--- src/rtl/io_vec_pkg.sv ---
package io_vec_pkg;
  localparam int          DEV_W        = 10;
  localparam int          LVL_N        = 4;
  localparam int          CLK_NS       = 100;
  localparam int          TOUT_NS      = 28000;
  localparam int          TOUT_CYC     = TOUT_NS / CLK_NS;
  localparam int          CMD_HOLD_CYC = 4;
  localparam logic [23:0] TABLE_BASE   = 24'h0000D0;
  localparam logic [7:0]  FALSE_SYNC   = 8'h04;
  localparam logic [3:0]  CC_V         = 4'h4;
  localparam logic [15:0] NEW_STAT_HI  = 16'h0000;
  localparam logic [7:0]  NEW_STAT_MID = 8'h28;
  localparam int          PSW_ALL_EN   = 14;
  localparam int          PSW_IO_EN    = 11;
  localparam int          PSW_PROB     = 8;
  localparam int          ENTRY_ADC    = 0;
  localparam logic [31:0] PSW_RST      = 32'h0000_0000;
  localparam logic [7:0]  OFS_PSW      = 8'h00;
  localparam logic [7:0]  OFS_CMD      = 8'h04;
  localparam logic [7:0]  OFS_STAT     = 8'h08;
  localparam logic [7:0]  OFS_LOC      = 8'h0C;
  localparam logic [7:0]  OFS_SAVE0    = 8'h10;
  localparam logic [7:0]  OFS_SAVE1    = 8'h14;
  localparam logic [7:0]  OFS_SAVE2    = 8'h18;
  localparam logic [7:0]  OFS_SAVE3    = 8'h1C;
  localparam logic [7:0]  OFS_VEC      = 8'h20;
  localparam logic [1:0]  RESP_OK      = 2'b00;
  localparam logic [1:0]  RESP_SLVERR  = 2'b10;
  typedef enum logic [2:0] {S_IDLE, S_ADDR, S_CMD, S_REL, S_ACK, S_FETCH} proc_state_t;
endpackage

--- src/rtl/io_bus_if.sv ---
`timescale 1ns/1ns
interface io_bus_if;
  logic [io_vec_pkg::DEV_W-1:0] dev_addr;
  logic                         addr_valid;
  logic [7:0]                   cmd;
  logic                         cmd_valid;
  logic [io_vec_pkg::LVL_N-1:0] ack;
  logic [io_vec_pkg::LVL_N-1:0] attn;
  logic                         sync;
  logic [io_vec_pkg::DEV_W-1:0] resp_dev;
  logic [7:0]                   status;
  logic                         ack_priority_chain;
  modport proc (output dev_addr, addr_valid, cmd, cmd_valid, ack,
                input attn, sync, resp_dev, status, ack_priority_chain);
  modport ctl  (input dev_addr, addr_valid, cmd, cmd_valid, ack,
                output attn, sync, resp_dev, status, ack_priority_chain);
endinterface

--- src/rtl/bus_sync3.sv ---
`timescale 1ns/1ns
module bus_sync3 #(
  parameter int W = 1
) (
  input  wire logic         mclk,
  input  wire logic         nrst,
  input  wire logic [W-1:0] d,
  output logic      [W-1:0] q
);
  logic [W-1:0] s1_q;
  logic [W-1:0] s2_q;
  logic [W-1:0] s3_q;
  // ********************************
  // three stages, change once 2 and 3 agree
  // ********************************
  always_ff @(posedge mclk or negedge nrst)
  begin
    if (!nrst)
    begin
      s1_q <= '0;
      s2_q <= '0;
      s3_q <= '0;
      q    <= '0;
    end
    else
    begin
      s1_q <= d;
      s2_q <= s1_q;
      s3_q <= s2_q;
      for (int i = 0; i < W; i++)
      begin
        if (s2_q[i] == s3_q[i])
        begin
          q[i] <= s3_q[i];
        end
      end
    end
  end
endmodule // bus_sync3

--- src/rtl/io_proc_end.sv ---
`timescale 1ns/1ns
module io_proc_end
  import io_vec_pkg::*;
#(
  parameter int DEV_BITS = 10
) (
  input  wire logic        mclk,
  input  wire logic        nrst,
  io_bus_if.proc           bus,
  input  wire logic [7:0]  awaddr,
  input  wire logic        awvalid,
  output logic             awready,
  input  wire logic [31:0] wdata,
  input  wire logic [3:0]  wstrb,
  input  wire logic        wvalid,
  output logic             wready,
  output logic [1:0]       bresp,
  output logic             bvalid,
  input  wire logic        bready,
  input  wire logic [7:0]  araddr,
  input  wire logic        arvalid,
  output logic             arready,
  output logic [31:0]      rdata,
  output logic [1:0]       rresp,
  output logic             rvalid,
  input  wire logic        rready,
  input  wire logic        insn_boundary,
  output logic             mem_req,
  output logic [23:0]      mem_addr,
  input  wire logic [15:0] mem_rdata,
  input  wire logic        mem_ack,
  output logic             int_taken,
  output logic             adc_req,
  output logic [io_vec_pkg::DEV_W-1:0] adc_dev
);
  localparam int                CW       = $clog2(TOUT_CYC + 1);
  localparam logic [CW-1:0]     TOUT_END = CW'(TOUT_CYC - 1);
  localparam logic [CW-1:0]     HOLD_END = CW'(CMD_HOLD_CYC - 1);
  localparam logic [DEV_W-1:0]  DEV_MASK = DEV_W'((1 << DEV_BITS) - 1);

  proc_state_t      state_q;
  logic [CW-1:0]    cnt_q;
  logic [4:0]       in_s;
  logic [3:0]       attn_s;
  logic             sync_s;
  logic [3:0]       lvl_en;
  logic [3:0]       pend;
  logic [1:0]       grant;
  logic [1:0]       lvl_q;
  logic [31:0]      psw_q;
  logic [31:0]      loc_q;
  logic [31:0]      save_q [4];
  logic [DEV_W-1:0] dev_q;
  logic [7:0]       stat_q;
  logic [15:0]      entry_q;
  logic             busy_err_q;
  logic             tout_q;
  logic             priv_q;
  logic             imm_q;
  logic             adc_q;
  logic [7:0]       aw_q;
  logic             aw_have_q;
  logic [31:0]      w_q;
  logic [3:0]       ws_q;
  logic             w_have_q;
  logic             do_wr;
  logic             wr_ok;
  logic [31:0]      rd_d;
  logic             rd_ok;
  logic             start;
  logic             tout_evt;
  logic             fetch_done;

  bus_sync3 #(.W(5)) u_sync (
    .mclk (mclk),
    .nrst (nrst),
    .d    ({bus.sync, bus.attn}),
    .q    (in_s)
  );
  assign attn_s = in_s[3:0];
  assign sync_s = in_s[4];

  function automatic logic [31:0] merge(input logic [31:0] o, input logic [31:0] n, input logic [3:0] s);
    logic [31:0] r;
    r = o;
    for (int b = 0; b < 4; b++)
    begin
      if (s[b])
      begin
        r[8*b +: 8] = n[8*b +: 8];
      end
    end
    return r;
  endfunction

  // ********************************
  // level enables and priority
  // ********************************
  for (genvar l = 0; l < LVL_N; l++)
  begin : g_lvl
    assign lvl_en[l] = psw_q[PSW_IO_EN] && (psw_q[PSW_ALL_EN] || 4'(l) < psw_q[7:4]);
  end
  assign pend = attn_s & lvl_en;

  always_comb
  begin
    grant = 2'd0;
    for (int l = LVL_N - 1; l >= 0; l--)
    begin
      if (pend[l])
      begin
        grant = 2'(l);
      end
    end
  end

  assign do_wr      = aw_have_q && w_have_q && !bvalid;
  assign start      = do_wr && aw_q == OFS_CMD && state_q == S_IDLE && !psw_q[PSW_PROB];
  assign tout_evt   = (state_q == S_ADDR || state_q == S_ACK) && !sync_s && cnt_q == TOUT_END;
  assign fetch_done = state_q == S_FETCH && mem_ack;
  assign wr_ok      = aw_q == OFS_PSW || aw_q == OFS_CMD || aw_q == OFS_STAT || aw_q == OFS_LOC;

  // ********************************
  // bus sequencer
  // ********************************
  always_ff @(posedge mclk or negedge nrst)
  begin
    if (!nrst)
    begin
      state_q        <= S_IDLE;
      cnt_q          <= '0;
      bus.dev_addr   <= '0;
      bus.addr_valid <= 1'b0;
      bus.cmd        <= '0;
      bus.cmd_valid  <= 1'b0;
      bus.ack        <= '0;
      lvl_q          <= '0;
      dev_q          <= '0;
      stat_q         <= '0;
      entry_q        <= '0;
      mem_req        <= 1'b0;
      mem_addr       <= '0;
    end
    else
    begin
      cnt_q <= cnt_q + 1'b1;
      unique case (state_q)
        S_IDLE:
        begin
          cnt_q <= '0;
          if (start)
          begin
            bus.dev_addr   <= w_q[DEV_W-1:0] & DEV_MASK;
            bus.cmd        <= w_q[17:10];
            bus.addr_valid <= 1'b1;
            state_q        <= S_ADDR;
          end
          else if (insn_boundary && pend != '0)
          begin
            lvl_q        <= grant;
            bus.ack      <= 4'(1 << grant);
            state_q      <= S_ACK;
          end
        end
        S_ADDR:
        begin
          if (sync_s)
          begin
            stat_q        <= bus.status;
            bus.cmd_valid <= 1'b1;
            cnt_q         <= '0;
            state_q       <= S_CMD;
          end
          else if (tout_evt)
          begin
            bus.addr_valid <= 1'b0;
            stat_q         <= FALSE_SYNC;
            state_q        <= S_IDLE;
          end
        end
        S_CMD:
        begin
          if (cnt_q == HOLD_END)
          begin
            bus.addr_valid <= 1'b0;
            bus.cmd_valid  <= 1'b0;
            state_q        <= S_REL;
          end
        end
        S_REL:
        begin
          if (!sync_s)
          begin
            state_q <= S_IDLE;
          end
        end
        S_ACK:
        begin
          if (sync_s)
          begin
            dev_q    <= bus.resp_dev & DEV_MASK;
            stat_q   <= bus.status;
            bus.ack  <= '0;
            mem_req  <= 1'b1;
            mem_addr <= TABLE_BASE + 24'({bus.resp_dev & DEV_MASK, 1'b0});
            state_q  <= S_FETCH;
          end
          else if (tout_evt)
          begin
            bus.ack <= '0;
            state_q <= S_IDLE;
          end
        end
        S_FETCH:
        begin
          if (mem_ack)
          begin
            mem_req <= 1'b0;
            entry_q <= mem_rdata;
            state_q <= S_REL;
          end
        end
      endcase
    end
  end

  // ********************************
  // status word, counter and save area
  // ********************************
  always_ff @(posedge mclk or negedge nrst)
  begin
    if (!nrst)
    begin
      psw_q     <= PSW_RST;
      loc_q     <= '0;
      save_q    <= '{default: '0};
      int_taken <= 1'b0;
      adc_req   <= 1'b0;
      adc_dev   <= '0;
    end
    else
    begin
      int_taken <= 1'b0;
      adc_req   <= 1'b0;
      if (fetch_done && !mem_rdata[ENTRY_ADC])
      begin
        save_q[0] <= psw_q;
        save_q[1] <= loc_q;
        save_q[2] <= 32'(dev_q);
        save_q[3] <= 32'(stat_q);
        psw_q     <= {NEW_STAT_HI, NEW_STAT_MID, {2'b00, lvl_q}, stat_q[3:0]};
        loc_q     <= 32'(mem_rdata);
        int_taken <= 1'b1;
      end
      else if (fetch_done)
      begin
        adc_req <= 1'b1;
        adc_dev <= dev_q;
      end
      else if (tout_evt && state_q == S_ADDR)
      begin
        psw_q[3:0] <= CC_V;
      end
      else if (state_q == S_ADDR && sync_s)
      begin
        psw_q[3:0] <= bus.status[3:0];
      end
      else if (do_wr && aw_q == OFS_PSW)
      begin
        psw_q <= merge(psw_q, w_q, ws_q);
      end
      else if (do_wr && aw_q == OFS_LOC)
      begin
        loc_q <= merge(loc_q, w_q, ws_q);
      end
    end
  end

  // ********************************
  // sticky flags, set wins over clear
  // ********************************
  always_ff @(posedge mclk or negedge nrst)
  begin
    if (!nrst)
    begin
      tout_q     <= 1'b0;
      priv_q     <= 1'b0;
      busy_err_q <= 1'b0;
      imm_q      <= 1'b0;
      adc_q      <= 1'b0;
    end
    else
    begin
      if (do_wr && aw_q == OFS_STAT)
      begin
        tout_q     <= tout_q & ~w_q[1];
        priv_q     <= priv_q & ~w_q[2];
        busy_err_q <= busy_err_q & ~w_q[3];
        imm_q      <= imm_q & ~w_q[4];
        adc_q      <= adc_q & ~w_q[5];
      end
      if (tout_evt)
      begin
        tout_q <= 1'b1;
      end
      if (do_wr && aw_q == OFS_CMD && psw_q[PSW_PROB])
      begin
        priv_q <= 1'b1;
      end
      if (do_wr && aw_q == OFS_CMD && !psw_q[PSW_PROB] && state_q != S_IDLE)
      begin
        busy_err_q <= 1'b1;
      end
      if (fetch_done)
      begin
        imm_q <= imm_q | !mem_rdata[ENTRY_ADC];
        adc_q <= adc_q | mem_rdata[ENTRY_ADC];
      end
    end
  end

  // ********************************
  // register bus slave
  // ********************************
  always_comb
  begin
    rd_ok = 1'b1;
    rd_d  = '0;
    unique case (araddr)
      OFS_PSW:   rd_d = psw_q;
      OFS_STAT:  rd_d = {6'd0, dev_q, stat_q, 2'd0, adc_q, imm_q, busy_err_q, priv_q, tout_q, state_q != S_IDLE};
      OFS_LOC:   rd_d = loc_q;
      OFS_SAVE0: rd_d = save_q[0];
      OFS_SAVE1: rd_d = save_q[1];
      OFS_SAVE2: rd_d = save_q[2];
      OFS_SAVE3: rd_d = save_q[3];
      OFS_VEC:   rd_d = {16'd0, entry_q};
      default:   rd_ok = 1'b0;
    endcase
  end

  always_ff @(posedge mclk or negedge nrst)
  begin
    if (!nrst)
    begin
      aw_q      <= '0;
      aw_have_q <= 1'b0;
      awready   <= 1'b0;
      w_q       <= '0;
      ws_q      <= '0;
      w_have_q  <= 1'b0;
      wready    <= 1'b0;
      bvalid    <= 1'b0;
      bresp     <= RESP_OK;
      arready   <= 1'b0;
      rvalid    <= 1'b0;
      rdata     <= '0;
      rresp     <= RESP_OK;
    end
    else
    begin
      if (awvalid && awready)
      begin
        aw_q      <= awaddr;
        aw_have_q <= 1'b1;
      end
      if (wvalid && wready)
      begin
        w_q      <= wdata;
        ws_q     <= wstrb;
        w_have_q <= 1'b1;
      end
      awready <= do_wr || !(aw_have_q || (awvalid && awready));
      wready  <= do_wr || !(w_have_q || (wvalid && wready));
      if (do_wr)
      begin
        aw_have_q <= 1'b0;
        w_have_q  <= 1'b0;
        bvalid    <= 1'b1;
        bresp     <= wr_ok ? RESP_OK : RESP_SLVERR;
      end
      else if (bready)
      begin
        bvalid <= 1'b0;
      end
      arready <= !(arvalid && arready) && (!rvalid || rready);
      if (arvalid && arready)
      begin
        rvalid <= 1'b1;
        rdata  <= rd_d;
        rresp  <= rd_ok ? RESP_OK : RESP_SLVERR;
      end
      else if (rready)
      begin
        rvalid <= 1'b0;
      end
    end
  end
endmodule // io_proc_end

--- src/flat_wrapper.sv ---
// flat-port wrapper written by rule: the top's interface ports become plain ports
module io_proc_end_flat import io_vec_pkg::*;
#(
  parameter int DEV_BITS = 10
)
  (mclk, nrst, awaddr, awvalid, awready, wdata, wstrb, wvalid, wready, bresp, bvalid, bready, araddr, arvalid, arready, rdata, rresp, rvalid, rready, insn_boundary, mem_req, mem_addr, mem_rdata, mem_ack, int_taken, adc_req, adc_dev, bus_dev_addr, bus_addr_valid, bus_cmd, bus_cmd_valid, bus_ack, bus_attn, bus_sync, bus_resp_dev, bus_status, bus_ack_priority_chain);
  io_bus_if bus_i ();
  input  wire logic mclk;
  input  wire logic nrst;
  input  wire logic [7:0] awaddr;
  input  wire logic awvalid;
  output logic awready;
  input  wire logic [31:0] wdata;
  input  wire logic [3:0] wstrb;
  input  wire logic wvalid;
  output logic wready;
  output logic [1:0] bresp;
  output logic bvalid;
  input  wire logic bready;
  input  wire logic [7:0] araddr;
  input  wire logic arvalid;
  output logic arready;
  output logic [31:0] rdata;
  output logic [1:0] rresp;
  output logic rvalid;
  input  wire logic rready;
  input  wire logic insn_boundary;
  output logic mem_req;
  output logic [23:0] mem_addr;
  input  wire logic [15:0] mem_rdata;
  input  wire logic mem_ack;
  output logic int_taken;
  output logic adc_req;
  output logic [io_vec_pkg::DEV_W-1:0] adc_dev;
  output wire logic [$bits(bus_i.dev_addr)-1:0] bus_dev_addr;
  output wire logic [$bits(bus_i.addr_valid)-1:0] bus_addr_valid;
  output wire logic [$bits(bus_i.cmd)-1:0] bus_cmd;
  output wire logic [$bits(bus_i.cmd_valid)-1:0] bus_cmd_valid;
  output wire logic [$bits(bus_i.ack)-1:0] bus_ack;
  input wire logic [$bits(bus_i.attn)-1:0] bus_attn;
  input wire logic [$bits(bus_i.sync)-1:0] bus_sync;
  input wire logic [$bits(bus_i.resp_dev)-1:0] bus_resp_dev;
  input wire logic [$bits(bus_i.status)-1:0] bus_status;
  input wire logic [$bits(bus_i.ack_priority_chain)-1:0] bus_ack_priority_chain;
  assign bus_dev_addr = bus_i.dev_addr;
  assign bus_addr_valid = bus_i.addr_valid;
  assign bus_cmd = bus_i.cmd;
  assign bus_cmd_valid = bus_i.cmd_valid;
  assign bus_ack = bus_i.ack;
  assign bus_i.attn = bus_attn;
  assign bus_i.sync = bus_sync;
  assign bus_i.resp_dev = bus_resp_dev;
  assign bus_i.status = bus_status;
  assign bus_i.ack_priority_chain = bus_ack_priority_chain;
  io_proc_end #(.DEV_BITS(DEV_BITS)) u_core (.mclk(mclk), .nrst(nrst), .bus(bus_i), .awaddr(awaddr), .awvalid(awvalid), .awready(awready), .wdata(wdata), .wstrb(wstrb), .wvalid(wvalid), .wready(wready), .bresp(bresp), .bvalid(bvalid), .bready(bready), .araddr(araddr), .arvalid(arvalid), .arready(arready), .rdata(rdata), .rresp(rresp), .rvalid(rvalid), .rready(rready), .insn_boundary(insn_boundary), .mem_req(mem_req), .mem_addr(mem_addr), .mem_rdata(mem_rdata), .mem_ack(mem_ack), .int_taken(int_taken), .adc_req(adc_req), .adc_dev(adc_dev));
endmodule
--- config.mk ---
export PLATFORM = sky130hd
export DESIGN_NAME = io_proc_end_flat
export DESIGN_NICKNAME = d
export VERILOG_FILES = /design/src/rtl/io_vec_pkg.sv /design/src/rtl/io_bus_if.sv /design/src/rtl/bus_sync3.sv /design/src/rtl/io_proc_end.sv /design/src/flat_wrapper.sv
export SDC_FILE = /design/constraint.sdc
export NUM_CORES = 1
export LEC_CHECK = 0
export ABC_AREA = 1
export BUFFER_PORTS_ARGS = -buffer_cell sky130_fd_sc_hd__buf_2
export CAP_MARGIN = 20
export CORE_ASPECT_RATIO = 0.5
export CORE_MARGIN = 1
export CORE_UTILIZATION = 40
export DETAILED_ROUTE_END_ITERATION = 10
export GPL_ROUTABILITY_DRIVEN = 1
export PLACE_DENSITY_LB_ADDON = 0.15
export RECOVER_POWER = 25
export REMOVE_ABC_BUFFERS = 1
export SLEW_MARGIN = 20
export SYNTH_ARGS = -nofsm -noshare
export SYNTH_HDL_FRONTEND = slang
export SYNTH_SLANG_ARGS = --single-unit
export TNS_END_PERCENT = 1
--- constraint.sdc ---
create_clock -name mclk -period 1.95 [get_ports mclk]
set_input_delay 0.195 -clock mclk [delete_from_list [all_inputs] [get_ports mclk]]
set_output_delay 0.195 -clock mclk [all_outputs]
set_load 0.05 [all_outputs]
==> impl_metrics.env <==
export IMPL_fmaxAchievable_ghz=0.517
export IMPL_cts_sinks=349
export IMPL_hold_path_class="in -> reg"
export IMPL_fp_row_count=50
export IMPL_outcome="complete, no violations"
export IMPL_cts_buffers=35
export IMPL_cts_max_level=2
export IMPL_fillers=3716
export IMPL_cts_buffer_depth=3
export IMPL_grt_ovfl_total=0
export IMPL_viasPerCell=4.80
export IMPL_cap_violations=0
export IMPL_path_buf_inv=2
export IMPL_path_common_cell="nand2_1"
export IMPL_ctsRootBufferMaster="clkbuf_16"
export IMPL_irDropWorstVdd_uv=639
export IMPL_worst_setup_path_start_kind="flip-flop"
export IMPL_power_per_cell_area_nw_per_um2=1260
export IMPL_slowest_stage="inv_1"
export IMPL_drt_iter0_drc=1018
export IMPL_drc=0
export IMPL_ioPinCount=203
export IMPL_period_share=0.991
export IMPL_crit_family="simple AND/OR/NAND/NOR gates"
export IMPL_syn_area_sq_um=15700
export IMPL_crit_path_end_kind="flip-flop"
export IMPL_postSynthAreaPerCell_sq_um=8.23
export IMPL_die_area_sq_um=40100
export IMPL_whs_ns=0.0237
export IMPL_area_growth_pct=25.5
export IMPL_cp_required_ns=2.37
export IMPL_rsz0062_at_grt="true"
export IMPL_ys_seq_area_frac=0.556
export IMPL_postRouteAntennaNets=0
export IMPL_fin_nets=2311
export IMPL_firstDrtPassIters=5
export IMPL_p_leak_uw=0.0104
export IMPL_synth_cell_types=43
export IMPL_synth_warnings=0
export IMPL_antenna_found_initial=1
export IMPL_tritoncts="yes"
export IMPL_setup_viol=0
export IMPL_cts_clk_slew_worst_paths_ns=0.06
export IMPL_insertion_delay_ns=0.53
export IMPL_postSynthCellCount=1909
export IMPL_seq_area_sq_um=8730
export IMPL_start_util=0.413
export IMPL_grt_usage=0.230
export IMPL_worstPathMaxFanout=14
export IMPL_vias=13200
export IMPL_die_w_microns=282
export IMPL_drive_above_1_share=0.169
export IMPL_grt_pass1_wl_microns=70800
export IMPL_crit_path_cell_trace="buf_4 -> nor2_1 -> nand2_1 -> nor2_2 -> inv_1 -> nand4_1 -> nand3_1 -> nand2_1"
export IMPL_wire_per_inst_microns=16.4
export IMPL_path_class="reg -> reg"
export IMPL_gp_congestion=0.855
export IMPL_multi_input_area_sq_um=5980
export IMPL_die_h_microns=142
export IMPL_ys_seq_elements=349
export IMPL_maxSlewViolCount=0
export IMPL_portBuffers=186
export IMPL_relSlewSlack=0.144
export IMPL_fin_setup_tns_ns=0
export IMPL_grt_pass1_vias=12600
export IMPL_fin_skew_ns=0.0176
export IMPL_max_slew_worst_pin_slew_ns=1.28
export IMPL_hpwlAfterDp_microns=31400
export IMPL_wl_microns=45000
export IMPL_grt_max_degree=74
export IMPL_cts_setup_buffers=0
export IMPL_finalHoldViolations=0
export IMPL_worstPathArrival_ns=2.35
export IMPL_core_sq_um=38000
export IMPL_finalCriticalPeriod_ns=1.93
export IMPL_power_uw=24700
export IMPL_slowest_delay_ns=0.52
## what timing repair did
action                                 in CTS  in global routing
gates resized for setup                     0                  5
endpoints found under the hold margin     268                  0
setup endpoints to repair                   0                 43
hold buffers                               86                  0
## cells in the mapped netlist, drive strengths merged
library cell	n	share of area
nand4	20	0.015
nand3	121	0.040
nor3b	5	0.0024
o21bai	2	0.00096
clkinv	1	0.00024
nand2	775	0.19
inv	152	0.036
maj3	5	0.0032
conb	1	0.00024
mux2	12	0.0086
ha	2	0.0016
xor2	5	0.0028
and2	1	0.00040
o21ai	221	0.072
nor2	114	0.030
clkbuf	42	0.010
dfrtp	349	0.56
nor3	6	0.0029
a31oi	3	0.0012
a21oi	11	0.0042
buf	57	0.022
a22oi	1	0.00048
xnor2	1	0.00056
o31ai	1	0.00048
a211oi	1	0.00048
## state kept, by name, indices dropped and copies added (netlist names), 2 cells and up
name / cells
u_core.ws_q: 4
u_core.adc_dev: 10
u_core.psw_q: 32
u_core.aw_q: 8
u_core.stat_q: 8
u_core.cnt_q: 9
u_core.bus.cmd: 8
u_core.dev_q: 10
u_core.w_q: 32
u_core.mem_addr: 8
u_core.rdata: 32
u_core.u_sync.s2_q: 5
u_core.state_q: 3
u_core.u_sync.s1_q: 5
u_core.save_q: 82
u_core.loc_q: 32
u_core.lvl_q: 2
u_core.entry_q: 16
u_core.u_sync.s3_q: 5
u_core.bus.dev_addr: 10
u_core.u_sync.q: 5
u_core.bus.ack: 4
## cell usage in the layout (no fill, tap or decap), types with 15 or more instances in the layout
master / count
o21ai_1: 53
nor2_1: 104
dfrtp_1: 349
nand2_1: 767
dlygate4sd3_1: 86
clkbuf_16: 37
buf_4: 54
o21ai_0: 160
conb_1: 15
buf_2: 185
inv_1: 144
buf_12: 15
nand3_1: 119
## per-stage QoR
step	instances	utilization	instance area, sq um	worst slack [ns]
final	2752	0.518	19700	0.0171
after floorplan	1824	-	15300	-1.00
after global placement	2605	0.464	17600	0.0644
after global routing	2752	0.518	19700	-0.0811
after detailed placement	2605	0.464	17600	0.0368
after CTS	2751	0.518	19700	0.0225
## path summary, 6_finish.rpt
path	slack (ns)	cells past startpoint	from	end
worst max-delay path	0.02	8	u_core.state_q[1]	u_core.state_q[0]
worst min-delay path	0.02	4	awvalid	u_core.aw_q[6]
worst max register to register	0.02	8	u_core.state_q[1]	u_core.state_q[0]
worst min register to register	0.35	0	u_core.u_sync.s1_q[1]	u_core.u_sync.s2_q[1]
min in group asynchronous	0.48	2	nrst	u_core.aw_q[4]
max in group asynchronous	0.33	3	nrst	u_core.rdata[19]
## power by group
group / switching (uW) / internal [uW]
logic: 4740 / 2000
clock network: 2930 / 4380
registers: 1330 / 9360
## worst register-to-register path, cell delays in order (launching register included)
cell,delay [ns]
dfrtp_1,0.39
buf_4,0.16
nor2_1,0.06
nand2_1,0.20
nor2_2,0.08
inv_1,0.52
nand4_1,0.24
nand3_1,0.12
nand2_1,0.06
## cell families (layout without fill, tap and decap cells)
kind of cell / Yosys count / after routing / share of synthesized area
buffers and inverters: 252 / 560 / 0.0688
and+or+nand+nor: 1042 / 1042 / 0.278
xor gates and xnor gates: 6 / 6 / 0.00335
DFF: 349 / 349 / 0.556
other: 1 / 16 / 0.000239
adders and majority gates: 7 / 7 / 0.00478
AOI/OAI and AO/OA: 240 / 240 / 0.0801
muxes: 12 / 12 / 0.00860
## final cells by class
cell class                      count  area share
Antenna cell                        1    0.000127
Clock buffer                       47      0.0504
Clock inverter                     13      0.0114
Inverter                          153      0.0291
Multi-Input combinational cell   1322       0.303
Sequential cell                   349       0.443
Tap cell                          520      0.0330
Timing Repair Buffer              347       0.129
## metal layers
| metal | GRT usage | vias to the layer above | part of all wire |
|---|---|---|---|
| met1 | 0.334 | 6260 | 0.48 |
| met2 | 0.358 | 288 | 0.45 |
| met5 | 0 | - | 0 |
| met4 | 0.0575 | 0 | 0.020 |
| met3 | 0.0373 | 63 | 0.046 |
| li1 | - | 6601 | - |
Power figures use the tool's default switching activity.
